**config.mk**
```make
export PLATFORM = sky130hd
export DESIGN_NAME = vlms_top
export DESIGN_NICKNAME = d
export VERILOG_FILES = /design/src/rtl/vlms_pkg.sv /design/src/rtl/vlms_ramp_if.sv /design/src/rtl/vlms_ramp.sv /design/src/rtl/vlms_status.sv /design/src/rtl/vlms_top.sv
export VERILOG_INCLUDE_DIRS = /design/src /design/src/rtl
export SDC_FILE = /design/constraint.sdc
export NUM_CORES = 2
export LEC_CHECK = 0
export ABC_AREA = 1
export BUFFER_PORTS_ARGS = -buffer_cell sky130_fd_sc_hd__buf_2
export CORE_UTILIZATION = 45
export CTS_BUF_LIST = sky130_fd_sc_hd__clkbuf_4
export DETAILED_ROUTE_END_ITERATION = 12
export PLACE_DENSITY = 0.58
export SETUP_SLACK_MARGIN = 0.02
export SLEW_MARGIN = 10
export SYNTH_ARGS = -nofsm -noshare
export SYNTH_HDL_FRONTEND = slang
export SYNTH_SLANG_ARGS = --single-unit
```
**constraint.sdc**
```tcl
create_clock -name clk -period 11.75 [get_ports clk]
set_input_delay 1.7625 -clock clk [delete_from_list [all_inputs] [get_ports clk]]
set_output_delay 1.7625 -clock clk [all_outputs]
set_load 0.005 [all_outputs]
```
**src/rtl/vlms_defines.svh**
```systemverilog
// Constants for the output-voltage limit, margin and slew register bank
`ifndef VLMS_DEFINES_SVH
`define VLMS_DEFINES_SVH

// ----------------------------------------------------------------------
// Command codes
// ----------------------------------------------------------------------
`define VLMS_CMD_UPPER_LIMIT 8'h24
`define VLMS_CMD_MARGIN_HIGH 8'h25
`define VLMS_CMD_MARGIN_LOW 8'h26
`define VLMS_CMD_SLEW_RATE 8'h27

// ----------------------------------------------------------------------
// Slew rate word layout and reset
// ----------------------------------------------------------------------
`define VLMS_SLEW_EXP_MSB 15
`define VLMS_SLEW_EXP_LSB 11
`define VLMS_SLEW_MAN_MSB 10
`define VLMS_SLEW_MAN_LSB 0
`define VLMS_SLEW_EXP_RST 5'h1c

// ----------------------------------------------------------------------
// Voltage exponent span and absolute scale (LSB of 2^-12 V)
// ----------------------------------------------------------------------
`define VLMS_VEXP_MIN (-12)
`define VLMS_VEXP_MAX (-4)
`define VLMS_ABS_W 26
`define VLMS_FRAC_W 16

// ----------------------------------------------------------------------
// Slew rate span, in thousandths of mV/us, and in 2^-8 mV/us units
// ----------------------------------------------------------------------
`define VLMS_RATE_MIN_MILLI 67
`define VLMS_RATE_MAX_MILLI 15933
`define VLMS_RATE_MIN_Q8 ((`VLMS_RATE_MIN_MILLI * 256 + 999) / 1000)
`define VLMS_RATE_MAX_Q8 ((`VLMS_RATE_MAX_MILLI * 256) / 1000)
`define VLMS_RATE_CODE_MIN 1
`define VLMS_RATE_CODE_MAX 255

// ----------------------------------------------------------------------
// Timing: one rate code (1/16 mV/us) per clock, in 2^-16 absolute LSB
// ----------------------------------------------------------------------
`define VLMS_CLK_PERIOD_NS 20
`define VLMS_STEP_PER_CODE ((`VLMS_CLK_PERIOD_NS * (1 << 24) + 500000) / 1000000)

`endif

```
**src/rtl/vlms_pkg.sv**
```systemverilog
// Types and decoding functions for the limit, margin and slew bank
package vlms_pkg;
	`include "vlms_defines.svh"

	// ------------------------------------------------------------------
	// Types
	// ------------------------------------------------------------------
	typedef enum logic [1:0] {
		VLMS_MARGIN_OFF = 2'h0,
		VLMS_MARGIN_LOW = 2'h1,
		VLMS_MARGIN_HIGH = 2'h2,
		VLMS_MARGIN_RSVD = 2'h3
	} vlms_margin_t;

	typedef logic signed [`VLMS_ABS_W-1:0] vlms_abs_t;

	// ------------------------------------------------------------------
	// Decoding
	// ------------------------------------------------------------------
	// Unsupported exponents saturate to the nearest end of the span
	function automatic logic [3:0] vlms_vshift(input logic [4:0] e);
		logic signed [5:0] s;
		s = $signed({e[4], e});
		if (s < 6'(`VLMS_VEXP_MIN))
			s = 6'(`VLMS_VEXP_MIN);
		if (s > 6'(`VLMS_VEXP_MAX))
			s = 6'(`VLMS_VEXP_MAX);
		return 4'(s - 6'(`VLMS_VEXP_MIN));
	endfunction

	function automatic vlms_abs_t vlms_to_abs(input logic [15:0] w, input logic [3:0] sh,
			input logic sgn);
		vlms_abs_t x;
		x = sgn ? {{(`VLMS_ABS_W-16){w[15]}}, w} : {{(`VLMS_ABS_W-16){1'b0}}, w};
		return x <<< sh;
	endfunction

	// Rate word to 2^-8 mV/us; saturates rather than wrapping
	function automatic logic signed [31:0] vlms_rate_q8(input logic [15:0] w);
		logic signed [31:0] m;
		logic signed [6:0] e;
		m = {{21{w[`VLMS_SLEW_MAN_MSB]}}, w[`VLMS_SLEW_MAN_MSB:`VLMS_SLEW_MAN_LSB]};
		e = $signed({{2{w[`VLMS_SLEW_EXP_MSB]}}, w[`VLMS_SLEW_EXP_MSB:`VLMS_SLEW_EXP_LSB]})
			+ 7'sd8;
		if (e > 7'sd15)
			return m[31] ? 32'sh8000_0000 : 32'sh7fff_ffff;
		else if (e >= 7'sd0)
			return m <<< e[3:0];
		else
			return m >>> 5'(-e);
	endfunction
endpackage

```
**src/rtl/vlms_ramp_if.sv**
```systemverilog
// Carrier between the register bank and its slew engine
`timescale 1ns/1ps
`include "vlms_defines.svh"
interface vlms_ramp_if;
	logic signed [`VLMS_ABS_W-1:0] target;
	logic [31:0] step;
	logic bypass;
	logic signed [`VLMS_ABS_W-1:0] vref;
	logic settled;

	modport bank(output target, output step, output bypass, input vref, input settled);
	modport ramp(input target, input step, input bypass, output vref, output settled);
endinterface

```
**src/rtl/vlms_ramp.sv**
```systemverilog
// Slew engine moving the reference toward its target at a fixed step
`timescale 1ns/1ps
`include "vlms_defines.svh"
module vlms_ramp
	import vlms_pkg::*;
(
	input wire logic clk,
	input wire logic resetn,
	input wire logic ce,
	vlms_ramp_if.ramp rif
);
	localparam int ACC_W = `VLMS_ABS_W + `VLMS_FRAC_W;

	logic signed [ACC_W-1:0] acc_q;
	logic signed [ACC_W-1:0] acc_d;
	logic signed [ACC_W-1:0] goal;
	logic signed [ACC_W-1:0] diff;
	logic signed [ACC_W-1:0] step_w;

	always_comb begin
		goal = {rif.target, {`VLMS_FRAC_W{1'b0}}};
		step_w = $signed({{(ACC_W-32){1'b0}}, rif.step});
		diff = goal - acc_q;
		if (rif.bypass)
			acc_d = goal;
		else if (diff > step_w)
			acc_d = acc_q + step_w;
		else if (diff < -step_w)
			acc_d = acc_q - step_w;
		else
			acc_d = goal;
	end

	always_ff @(posedge clk or negedge resetn) begin
		if (!resetn)
			acc_q <= '0;
		else if (ce)
			acc_q <= acc_d;
	end

	assign rif.vref = acc_q[ACC_W-1:`VLMS_FRAC_W];
	assign rif.settled = (acc_q == goal);
endmodule

```
**src/rtl/vlms_status.sv**
```systemverilog
// Sticky status flags and the shared active-low alert
`timescale 1ns/1ps
module vlms_status #(
	parameter int N = 4
) (
	input wire logic clk,
	input wire logic resetn,
	input wire logic ce,
	input wire logic [N-1:0] set,
	input wire logic clear,
	output logic [N-1:0] flags,
	output logic alert_n
);
	logic [N-1:0] flag_q;
	logic [N-1:0] flag_d;
	logic alert_n_q;

	// Set beats clear so an event in the clearing cycle survives
	genvar i;
	generate
		for (i = 0; i < N; i++) begin : g_flag
			always_comb begin
				flag_d[i] = set[i] | (flag_q[i] & ~clear);
			end
		end
	endgenerate

	always_ff @(posedge clk or negedge resetn) begin
		if (!resetn) begin
			flag_q <= '0;
			alert_n_q <= 1'b1;
		end else if (ce) begin
			flag_q <= flag_d;
			alert_n_q <= ~(|flag_d);
		end
	end

	assign flags = flag_q;
	assign alert_n = alert_n_q;
endmodule

```
**src/rtl/vlms_top.sv**
```systemverilog
// Output-voltage upper limit, margin targets and slew rate register bank
`timescale 1ns/1ps
`include "vlms_defines.svh"

// Summary of operation
// [RULE_01] Upper limit word at 24h, read/write, unsigned absolute, applied at once.
// [RULE_02] Upper limit default loads from storage or pin detection at power-up.
// [RULE_03] While converting, a target above the limit is replaced by the limit.
// [RULE_04] Clamping sets none-above, word VOUT, max/min warning, and raises alert.
// [RULE_05] Lowering the limit below the present target clamps and warns likewise.
// [RULE_06] Margin-high word at 25h, relative or absolute, default from storage.
// [RULE_07] Margin-low word at 26h, relative or absolute, default from storage.
// [RULE_08] Margin selection sets target to that margin value plus trim.
// [RULE_09] Output moves toward a margin target at the programmed slew rate.
// [RULE_10] Margin-high plus trim is checked against the upper limit.
// [RULE_11] Out-of-range margin or rate writes flag invalid data and alert.
// [RULE_12] Slew rate word at 27h, linear format, mV/us, default from storage.
// [RULE_13] Slew rate applies only in normal conversion, not on/off ramps.
// [RULE_14] Rate exponent bits 15:11 reset 11100b; mantissa bits 10:0.
// [RULE_15] Rate word reads back as written; slew uses nearest supported rate.
// [RULE_16] Supported rates span 0.067 to 15.933 mV/us; host stays inside.
// [RULE_17] Voltage words use the format exponent, from -4 down to -12.
// [RULE_18] Targets and limit compare in one absolute scale after decoding.
module vlms_top
	import vlms_pkg::*;
#(
	parameter vlms_abs_t VALID_MAX_ABS = 26'sd24576
) (
	// ------------------------------------------------------------------
	// Clock, reset and command port
	// ------------------------------------------------------------------
	input wire logic clk,
	input wire logic resetn,
	input wire logic ce,
	input wire logic cmd_valid,
	input wire logic cmd_write,
	input wire logic [7:0] cmd_code,
	input wire logic [15:0] cmd_wdata,
	output logic cmd_ack,
	output logic cmd_nack,
	output logic [15:0] cmd_rdata,
	// ------------------------------------------------------------------
	// Voltage format and operating state
	// ------------------------------------------------------------------
	input wire logic [4:0] vout_exp,
	input wire logic vout_relative,
	input wire logic [15:0] nominal_cmd,
	input wire logic [15:0] trim_cmd,
	input wire logic [1:0] margin_sel,
	input wire logic conv_en,
	input wire logic onoff_ramp,
	// ------------------------------------------------------------------
	// Power-up, restore defaults and status clear
	// ------------------------------------------------------------------
	input wire logic [15:0] nvm_upper_limit,
	input wire logic [15:0] pin_upper_limit,
	input wire logic limit_from_pin,
	input wire logic [15:0] nvm_margin_high,
	input wire logic [15:0] nvm_margin_low,
	input wire logic [10:0] nvm_slew_mantissa,
	input wire logic restore_defaults,
	input wire logic status_clear,
	// ------------------------------------------------------------------
	// Reference, status and alert
	// ------------------------------------------------------------------
	output logic [25:0] target_abs,
	output logic [25:0] vref_abs,
	output logic vref_settled,
	output logic status_none_above,
	output logic status_word_vout,
	output logic status_vout_maxmin,
	output logic status_cml_invalid,
	output logic alert_n
);
	// ------------------------------------------------------------------
	// State
	// ------------------------------------------------------------------
	logic [15:0] limit_q, limit_d;
	logic [15:0] mhigh_q, mhigh_d;
	logic [15:0] mlow_q, mlow_d;
	logic [15:0] rate_q, rate_d;
	logic boot_q, boot_d;
	logic clamp_q, clamp_d;
	logic ack_q, ack_d;
	logic nack_q, nack_d;
	logic [15:0] rdata_q, rdata_d;
	logic [25:0] target_q, target_d;

	// ------------------------------------------------------------------
	// Decoding into the common absolute scale
	// ------------------------------------------------------------------
	logic [3:0] vsh;
	vlms_abs_t nom_abs;
	vlms_abs_t trim_abs;
	vlms_abs_t limit_abs;
	vlms_abs_t base_abs;
	vlms_abs_t cand_abs;
	logic over;
	vlms_margin_t msel;

	// Relative margins resolve against the nominal before any compare
	function automatic vlms_abs_t margin_abs(input logic [15:0] w, input logic [3:0] sh,
			input logic rel, input vlms_abs_t nom);
		vlms_abs_t m;
		m = vlms_to_abs(w, sh, 1'b0);
		return rel ? nom + m : m;
	endfunction

	function automatic logic is_mapped(input logic [7:0] c);
		return c == `VLMS_CMD_UPPER_LIMIT || c == `VLMS_CMD_MARGIN_HIGH ||
			c == `VLMS_CMD_MARGIN_LOW || c == `VLMS_CMD_SLEW_RATE;
	endfunction

	always_comb begin
		vsh = vlms_vshift(vout_exp); // [RULE_17]
		nom_abs = vlms_to_abs(nominal_cmd, vsh, 1'b0);
		trim_abs = vlms_to_abs(trim_cmd, vsh, 1'b1);
		limit_abs = vlms_to_abs(limit_q, vsh, 1'b0); // [RULE_01]
		msel = vlms_margin_t'(margin_sel);
		unique case (msel)
			VLMS_MARGIN_HIGH: base_abs = margin_abs(mhigh_q, vsh, vout_relative, nom_abs); // [RULE_08]
			VLMS_MARGIN_LOW: base_abs = margin_abs(mlow_q, vsh, vout_relative, nom_abs); // [RULE_08]
			VLMS_MARGIN_OFF: base_abs = nom_abs;
			VLMS_MARGIN_RSVD: base_abs = nom_abs;
		endcase
		cand_abs = base_abs + trim_abs; // [RULE_08]
		// A trim that drives the sum negative floors at zero instead of wrapping
		if (cand_abs < 0)
			cand_abs = '0;
		over = cand_abs > limit_abs; // [RULE_10] [RULE_18]
	end

	// ------------------------------------------------------------------
	// Slew rate: exact storage, nearest supported step for the engine
	// ------------------------------------------------------------------
	logic signed [31:0] rate_cur_q8;
	logic signed [31:0] rate_new_q8;
	logic signed [31:0] rate_code;
	logic [31:0] step;
	logic rate_wr_ok;

	always_comb begin
		rate_cur_q8 = vlms_rate_q8(rate_q);
		// Round to the nearest 1/16 mV/us, then hold inside the span
		rate_code = (rate_cur_q8 >>> 4) + 32'(rate_cur_q8[3]); // [RULE_15]
		if (rate_code < `VLMS_RATE_CODE_MIN)
			rate_code = `VLMS_RATE_CODE_MIN;
		if (rate_code > `VLMS_RATE_CODE_MAX)
			rate_code = `VLMS_RATE_CODE_MAX; // [RULE_16]
		step = 32'(rate_code) * 32'(`VLMS_STEP_PER_CODE);
		// A write below the supported span is refused, not rounded up
		rate_new_q8 = vlms_rate_q8(cmd_wdata);
		rate_wr_ok = rate_new_q8 >= `VLMS_RATE_MIN_Q8 && rate_new_q8 <= `VLMS_RATE_MAX_Q8; // [RULE_16]
	end

	// ------------------------------------------------------------------
	// Command handling
	// ------------------------------------------------------------------
	logic wr;
	logic rd;
	logic margin_wr_ok;
	vlms_abs_t margin_new;
	logic invalid_evt;
	logic warn_evt;

	always_comb begin
		wr = cmd_valid && cmd_write;
		rd = cmd_valid && !cmd_write;
		margin_new = margin_abs(cmd_wdata, vsh, vout_relative, nom_abs) + trim_abs;
		// The DAC span bounds a margin word plus trim to 0 through VALID_MAX_ABS
		margin_wr_ok = margin_new >= 0 && margin_new <= VALID_MAX_ABS;
		invalid_evt = wr && (((cmd_code == `VLMS_CMD_MARGIN_HIGH ||
			cmd_code == `VLMS_CMD_MARGIN_LOW) && !margin_wr_ok) ||
			(cmd_code == `VLMS_CMD_SLEW_RATE && !rate_wr_ok)); // [RULE_11]

		// Refused writes are still acknowledged but leave the register as it was
		limit_d = limit_q;
		mhigh_d = mhigh_q;
		mlow_d = mlow_q;
		rate_d = rate_q;
		boot_d = 1'b1;
		// A restore in the same cycle as a write wins over the write
		if (!boot_q || restore_defaults) begin
			limit_d = limit_from_pin ? pin_upper_limit : nvm_upper_limit; // [RULE_02]
			mhigh_d = nvm_margin_high; // [RULE_06]
			mlow_d = nvm_margin_low; // [RULE_07]
			rate_d = {`VLMS_SLEW_EXP_RST, nvm_slew_mantissa}; // [RULE_12] [RULE_14]
		end else if (wr && !invalid_evt) begin
			if (cmd_code == `VLMS_CMD_UPPER_LIMIT)
				limit_d = cmd_wdata; // [RULE_01]
			if (cmd_code == `VLMS_CMD_MARGIN_HIGH)
				mhigh_d = cmd_wdata; // [RULE_06]
			if (cmd_code == `VLMS_CMD_MARGIN_LOW)
				mlow_d = cmd_wdata; // [RULE_07]
			if (cmd_code == `VLMS_CMD_SLEW_RATE)
				rate_d = cmd_wdata; // [RULE_12] [RULE_15]
		end

		ack_d = cmd_valid && is_mapped(cmd_code);
		nack_d = cmd_valid && !is_mapped(cmd_code);
		rdata_d = rdata_q;
		if (rd) begin
			unique case (cmd_code)
				`VLMS_CMD_UPPER_LIMIT: rdata_d = limit_q;
				`VLMS_CMD_MARGIN_HIGH: rdata_d = mhigh_q;
				`VLMS_CMD_MARGIN_LOW: rdata_d = mlow_q;
				`VLMS_CMD_SLEW_RATE: rdata_d = rate_q; // [RULE_15]
				default: rdata_d = 16'h0000;
			endcase
		end
	end

	// ------------------------------------------------------------------
	// Target selection and limit clamp
	// ------------------------------------------------------------------
	logic limit_drop;

	always_comb begin
		// Defaults are not in place before boot_q, so a zero limit must not clamp
		clamp_d = conv_en && over && boot_q; // [RULE_03] [RULE_05]
		target_d = clamp_d ? 26'(limit_abs) : 26'(cand_abs); // [RULE_03]
		// A clamped target that falls means the limit went below the target in effect
		limit_drop = clamp_q && target_d < target_q; // [RULE_05]
		// One warning per entry into the clamped state and per lowering of the limit
		warn_evt = clamp_d && (!clamp_q || limit_drop); // [RULE_04] [RULE_05]
	end

	always_ff @(posedge clk or negedge resetn) begin
		if (!resetn) begin
			// Registers clear here, bar the rate exponent; defaults load on the first enabled edge after
			limit_q <= 16'h0000;
			mhigh_q <= 16'h0000;
			mlow_q <= 16'h0000;
			rate_q <= {`VLMS_SLEW_EXP_RST, 11'h000}; // [RULE_14]
			boot_q <= 1'b0;
			clamp_q <= 1'b0;
			ack_q <= 1'b0;
			nack_q <= 1'b0;
			rdata_q <= 16'h0000;
			target_q <= 26'h000_0000;
		end else if (ce) begin
			limit_q <= limit_d;
			mhigh_q <= mhigh_d;
			mlow_q <= mlow_d;
			rate_q <= rate_d;
			boot_q <= boot_d;
			clamp_q <= clamp_d;
			ack_q <= ack_d;
			nack_q <= nack_d;
			rdata_q <= rdata_d;
			target_q <= target_d;
		end
	end

	// ------------------------------------------------------------------
	// Slew engine
	// ------------------------------------------------------------------
	vlms_ramp_if rif();

	// The engine follows the registered target, one cycle behind the inputs
	assign rif.target = $signed(target_q);
	assign rif.step = step; // [RULE_09]
	// On/off ramps belong to the soft-start path, so the rate is skipped
	assign rif.bypass = onoff_ramp || !conv_en; // [RULE_13]

	vlms_ramp u_ramp (
		.clk(clk),
		.resetn(resetn),
		.ce(ce),
		.rif(rif)
	);

	// ------------------------------------------------------------------
	// Status and alert
	// ------------------------------------------------------------------
	logic [3:0] flags;

	// Three bits share the warning event so they can never disagree
	vlms_status #(
		.N(4)
	) u_status (
		.clk(clk),
		.resetn(resetn),
		.ce(ce),
		.set({invalid_evt, warn_evt, warn_evt, warn_evt}), // [RULE_04] [RULE_11]
		.clear(status_clear),
		.flags(flags),
		.alert_n(alert_n)
	);

	assign status_none_above = flags[0];
	assign status_word_vout = flags[1];
	assign status_vout_maxmin = flags[2];
	assign status_cml_invalid = flags[3];

	// ------------------------------------------------------------------
	// Outputs
	// ------------------------------------------------------------------
	assign cmd_ack = ack_q;
	assign cmd_nack = nack_q;
	assign cmd_rdata = rdata_q;
	assign target_abs = target_q;
	assign vref_abs = rif.vref;
	assign vref_settled = rif.settled;
endmodule

```
Yosys cells after proc, flatten, opt, wreduce, memory -nomap -nowiden
Cells that the tools add are included.
Widths: inputs -> output; s select.
{"block": "totals", "register_bits": 157, "latchBits": 0, "ram_bits": 0, "rom_bits": 0, "inputBits": 149, "output_inout_bits": 76, "elab_cells": 150, "mem_count": 0}
{"block": "classes", "addsub": 15, "mul": 1, "div": 0, "magnitude_cmp": 17, "eq_ne": 8, "n_shift": 10, "mux": 33, "bitwise_logic": 10, "reduce_logical": 43}
{"operator": "$mux 32", "count": 7}
{"operator": "$mux 16", "count": 13}
{"operator": "$add 26x26->26", "count": 5}
{"operator": "$mux 26", "count": 5}
{"operator": "$sshl 17x4->26", "count": 5}
{"operator": "$mux 42", "count": 3}
{"operator": "$pmux 26 s3", "count": 1}
{"operator": "$pmux 16 s4", "count": 1}
{"operator": "$sshl 11x4->32", "count": 2}
{"operator": "$sshr 11x5->32", "count": 2}
{"operator": "$add 42x33->42", "count": 1}
{"operator": "$eq 42x42->1", "count": 1}
{"operator": "$gt 42x33->1", "count": 1}
{"operator": "$lt 42x42->1", "count": 1}
{"operator": "$neg 32->42", "count": 1}
{"operator": "$sub 42x33->42", "count": 1}
{"operator": "$sub 42x42->42", "count": 1}
{"operator": "$eq 8x6->1 const B", "count": 4}
{"operator": "$ge 32x6->1 const B", "count": 1}
{"operator": "$gt 32x9->1 const B", "count": 1}
{"operator": "$le 32x13->1 const B", "count": 1}
{"operator": "$mul 32x6->28 const B", "count": 1}
{"operator": "$add 28x1->29", "count": 1}
{"operator": "$lt 29x1->1 const B", "count": 1}
{"operator": "30 further kinds", "count": 76}

Logic depth before layout (Yosys ltp)
{"block": "depth", "word_depth": 23, "ltp_mapped": 89, "mapped_depth_nobuf": 82}

Cells and area by module
From an unflattened synthesis, not the netlist that was laid out.
{"block": "unflattened", "hier_cells": 6152, "hier_area_um2": 36287.3}
{"module": "vlms_top", "instances": 1, "cells_per_inst": 4033, "area_each_um2": 23804.1, "seq_area_each_um2": 2756.4}
{"module": "vlms_ramp", "instances": 1, "cells_per_inst": 2087, "area_each_um2": 12219.2, "seq_area_each_um2": 1051.0}
{"module": "vlms_status", "instances": 1, "cells_per_inst": 32, "area_each_um2": 264.0, "seq_area_each_um2": 126.4}

Worst setup path before layout
Ideal clock, no wire load.
{"block": "synth_timing", "path_type": "input to register", "start": "input port vout_exp[3]", "end": "register u_status.flag_q[0] (netlist: u_status.flags[0])", "setup_time_ns": 0.117, "t_arrival_ns": 11.985, "required_ns": 11.633, "path_slack_ns": -0.351, "cell_stages": 81, "n_path_buf": 10, "path_cell_list": "o21ai_0 ha_1 inv_2 nand3_4 nand3_4 buf_6 buf_2 buf_2 buf_2 clkbuf_1 clkbuf_1 clkbuf_1 nand2_1 nor4_1 ha_1 fa_1 nand2_1 nand2_1 (+45 left out) nand2_1 nand2_1 clkbuf_1 clkbuf_1 nand2_1 o21ai_0 ha_1 inv_1 nor4_1 inv_1 nor4_1 nand2_1 nand2_1 nand2_1 nand2_1 nand2_1 nand2_1 nand2_1"}
{"block": "synth_via", "elab_chain_cells": 21, "elab_cells_between_ends": 27, "classes_between": "4 x add/sub; 5 x order compare; 5 x shift; 7 x mux; 1 x bitwise; 5 x reduce/logical"}
{"item": "from (decl)", "line": "vlms_top.sv:45", "text": "input wire logic [4:0] vout_exp,"}
{"item": "$lt 5x5->1", "line": "vlms_pkg.sv:24", "text": "if (s < 6'(`VLMS_VEXP_MIN))"}
{"item": "$mux 6 *", "line": "vlms_pkg.sv:24"}
{"item": "$gt 6x3->1", "line": "vlms_pkg.sv:26", "text": "if (s > 6'(`VLMS_VEXP_MAX))"}
{"item": "$mux 4 *", "line": "vlms_pkg.sv:26"}
{"item": "$sub 4x4->4 *", "line": "vlms_pkg.sv:28", "text": "return 4'(s - 6'(`VLMS_VEXP_MIN));"}
{"item": "$sshl 17x4->26", "line": "vlms_pkg.sv:35", "text": "return x <<< sh;"}
{"item": "$add 26x26->26", "line": "vlms_top.sv:106", "text": "return rel ? nom + m : m;"}
{"item": "$mux 26", "line": "vlms_top.sv:106"}
{"item": "(+5 left out)"}
{"item": "$logic_and 1x1->1 (2 in series)", "line": "vlms_top.sv:220", "text": "clamp_d = conv_en && over && boot_q;"}
{"item": "$mux 26 *", "line": "vlms_top.sv:221", "text": "target_d = clamp_d ? 26'(limit_abs) : 26'(cand_abs);"}
{"item": "via target_d[19]", "line": "vlms_top.sv:87", "text": "logic [25:0] target_q, target_d;"}
{"item": "$lt 26x26->1 *", "line": "vlms_top.sv:223", "text": "limit_drop = clamp_q && target_d < target_q;"}
{"item": "$logic_and 1x1->1 *", "line": "vlms_top.sv:223"}
{"item": "$logic_or 1x1->1 *", "line": "vlms_top.sv:225", "text": "warn_evt = clamp_d && (!clamp_q || limit_drop);"}
{"item": "$logic_and 1x1->1 *", "line": "vlms_top.sv:225"}
{"item": "$or 1x1->1 *", "line": "vlms_status.sv:23", "text": "flag_d[i] = set[i] | (flag_q[i] & ~clear);"}
{"item": "to (signal assigned)", "line": "vlms_status.sv:33", "text": "flag_q <= flag_d;"}
{"item": "to (decl)", "line": "vlms_status.sv:14", "text": "logic [N-1:0] flag_q;"}
Mark *: on every way through the listed nets, which the timed path passes. The rest lies on a longest branch.
A chain may end at the register's enable or synchronous reset.

Worst setup path in the final report
Ends and elaborated chain as after synthesis.

==> metrics.md <==
| Metric | Value |
|---|---|
| Status | finished with violations |
| Violated checks | DRC |
| Sw frac | 58.7% |
| Combinational share of power | 85.1% |
| Hold WC Path Type | reg -> reg |
| Clock sinks | 153 |
| Post-synth top cells | 1,501 x nand2_1, 679 x inv_1, 651 x o21ai_0 |
| Gr ovfl total | 0 |
| Synth Instances | 5,600 |
| Synth top area share | 16.8% |
| Max Fclk | 91.9 MHz |
| Top FF cell, synth | dfrtp_1 |
| Global Route Usage Sum | 33.0% |
| Placed cell count | 6,974 |
| Setup violators final | 0 |
| Post-Route WL | 129 mm |
| Crit path required time | 12.42 ns |
| Die width | 275 µm |
| Number of port buffers | 224 |
| CP peak stage delay | 0.35 ns |
| Unrepaired setup endpoints after global routing | yes |
| Worst-skew pair later-pin latency | 0.74 ns |
| Sequential share of the synthesized area | 11.5% |
| Max cap viols | 0 |
| Async set-reset flop share out of synthesis | 100% |
| First-pass GRT wire length | 195 mm |
| Routed len/inst | 18.3 µm |
| Total chip power | 8.72 mW |
| Layout cells sized above 1 | 13.3% |
| Fin crit share | 92.6% |
| Mapped Area | 33,500 µm² |
| Die ar. | 75,500 µm² |
| Pwr dens | 227 nW/µm² |
| Worst-path fanout max | 14 |
| RePlAce Congestion | 0.989 |
| Worst setup SP type | input port |
| Hold path depth | 2 |
| Synth warn | 0 |
| Largest net degree at the start of global routing | 84 |
| Vias in the first global route | 35,100 |
| Synth-to-Final Area Change | 14.7% |
| Dpl hpwl | 107 mm |
| H-tree depth | 4 |
| Critical path class | in -> reg |
| Slowest-stage cell, CP | ha_1 |
| Psw | 5.12 mW |
| Slew Limit Fails | 0 |
| Syn_area_per_cell | 5.98 µm² |
| Register-to-Register Path Depth | 61 |
| Fin nets | 6,629 |
| Clk pwr share | 4.1% |
| Area contributors post-synth | nand2_1 17%, ha_1 15%, dfrtp_1 11%, o21ai_0 9.7%, inv_1 7.6% |
| Clock Path Buffers | 2 |
| Internal power | 3.60 mW |
| Total CTS buffers | 17 |
| DRT Pass-1 Iters | 9 |
| FP Rows | 99 |
| Count leader, synth | nand2_1 |
| Non-Filler Instances | 7,019 |
| Initial antenna violation count | 3 |
| Vias | 38,700 |
| DRC viols | 7 |
| DR iter-0 viols | 3,262 |
| Peak supply drop | 0.202 mV |
| Final Critical Period | 10.88 ns |
| Final Hold Fails | 0 |
| Yosys reg bits | 153 |
| Worst setup slack after layout | 0.869 ns |
| Clk slew on worst S/H paths | 0.16 ns |
| Crit path top cell by count | nand2_1 |
| Root Buffer | clkbuf_4 |
| Leakage power | 20.5 nW |
| CP Data Arrival Time | 11.55 ns |
| Pre-CTS setup slack | -0.447 ns |
| IO Pins | 225 |
| Drt via density | 5.51 |
| Final hold slack | 0.480 ns |
| Relative slew margins | 15.1% |
| TritonCTS clock tree | done |
| Cell variety after synth | 70 |
| Synth area leader | nand2_1 |
| Post-route ant nets | 0 |
| Number of synthesized flops with an enable pin | 0 |
| Critical Path End Type | register |
| Die height | 275 µm |
| Starting Density | 45.6% |
| Tightest Pin Transition | 1.26 ns |
| CTS Hold Buffers Added | 0 |
| Final clock skew | 0.0300 ns |
| Post-Route Setup TNS | 0 ns |
| Core Region | 73,300 µm² |
| Seq pwr share | 10.8% |
-- power groups by stage --
stage	Combinational [mW]	Clock [mW]	Sequential, mW
finish	7.42	0.356	0.941
global route	8.32	0.384	0.954
CTS	7.16	0.366	0.926
detailed placement	7.11	0	0.938
global placement	7.07	0	0.937
floorplan	5.10	0	0.812
-- flip-flops by register name, indices dropped and copies added, names as in the netlist --
name,cells
mlow_q,16
cmd_ack,1
cmd_nack,1
rate_q,16
mhigh_q,16
clamp_q,1
u_status.flags,4
boot_q,1
limit_q,16
u_ramp.acc_q,38
u_status.alert_n,1
target_abs,26
cmd_rdata,16
-- cell usage in the layout, fill, tap and decap left out, drive strengths merged, types with 24 or more instances in the layout --
| master | n |
|---|---|
| a21oi | 414 |
| nor2 | 447 |
| nand2 | 1516 |
| xnor2 | 49 |
| mux2i | 31 |
| a211oi | 26 |
| buf | 643 |
| dfrtp | 149 |
| a31oi | 39 |
| ha | 408 |
| nand3 | 217 |
| xor2 | 166 |
| nor3 | 45 |
| a221oi | 27 |
| conb | 51 |
| o211ai | 34 |
| fa | 30 |
| o21ai | 695 |
| nand4 | 135 |
| o22ai | 24 |
| nor4 | 25 |
| inv | 707 |
-- layout make-up --
class | instances | area (µm²)
repair buffers | 644 | 4400
diodes | 5 | 12.5
fillers | 7954 | 34900
clock buffers | 17 | 128
well taps | 959 | 1200
clock inverters | 15 | 146
flip-flops and latches | 153 | 3840
inverters | 702 | 2640
multi-input cells | 4524 | 26000
-- cell families after synthesis --
logic type | synth area share (%)
mux | 0.927
flops | 11.5
compound gates | 22.6
simple gates | 30.5
fa+ha+maj | 17.0
other cells | 0.0112
buf+inv | 11.9
xor+xnor | 5.65
-- stage by stage --
stage          utilization (%)  area, µm²
6_report                  52.3      38400
5_1_grt                   52.3      38400
4_1_cts                   52.0      38100
3_5_place_dp              51.6      37800
3_3_place_gp              51.6      37800
2_1_floorplan                -      33700
-- repair_timing --
action                                  4_1_cts  5_1_grt
endpoints found under the setup margin        0       31
resized for setup                             0       68
buffers inserted                              0        7
-- metal layers --
metal  wire (µm)  track usage [%]
met3        6580             3.16
met5           0                0
met1       55600             42.7
met2       59600             54.9
met4        6710             16.0
-- worst max-delay path, delay by kind of cell --
family | cells | cell delay [ns]
XOR/XNOR | 1 | 0.24
adder cells (fa/ha/maj) | 5 | 1.52
AND/OR/NAND/NOR | 27 | 2.10
buffers and inverters | 9 | 1.11
AO/OA/AOI/OAI | 28 | 4.61
multiplexers | 1 | 0.15
-- final timing paths --
path / startpoint / end / slack [ns]
max: vout_exp[3] / u_status.flags[0]$_DFFE_PN0P_ / 0.87
min: u_status.alert_n$_DFFE_PN1P_ / u_status.alert_n$_DFFE_PN1P_ / 0.48
max reg2reg: rate_q[14]$_DFFE_PN1P_ / u_ramp.acc_q[36]$_DFFE_PN0P_ / 1.02
min reg2reg: u_status.alert_n$_DFFE_PN1P_ / u_status.alert_n$_DFFE_PN1P_ / 0.48
max in group asynchronous: resetn / limit_q[3]$_DFFE_PN0P_ / 8.93
min in group asynchronous: resetn / u_ramp.acc_q[37]$_DFFE_PN0P_ / 0.93
Note: power is estimated with default switching activity, not from simulation.
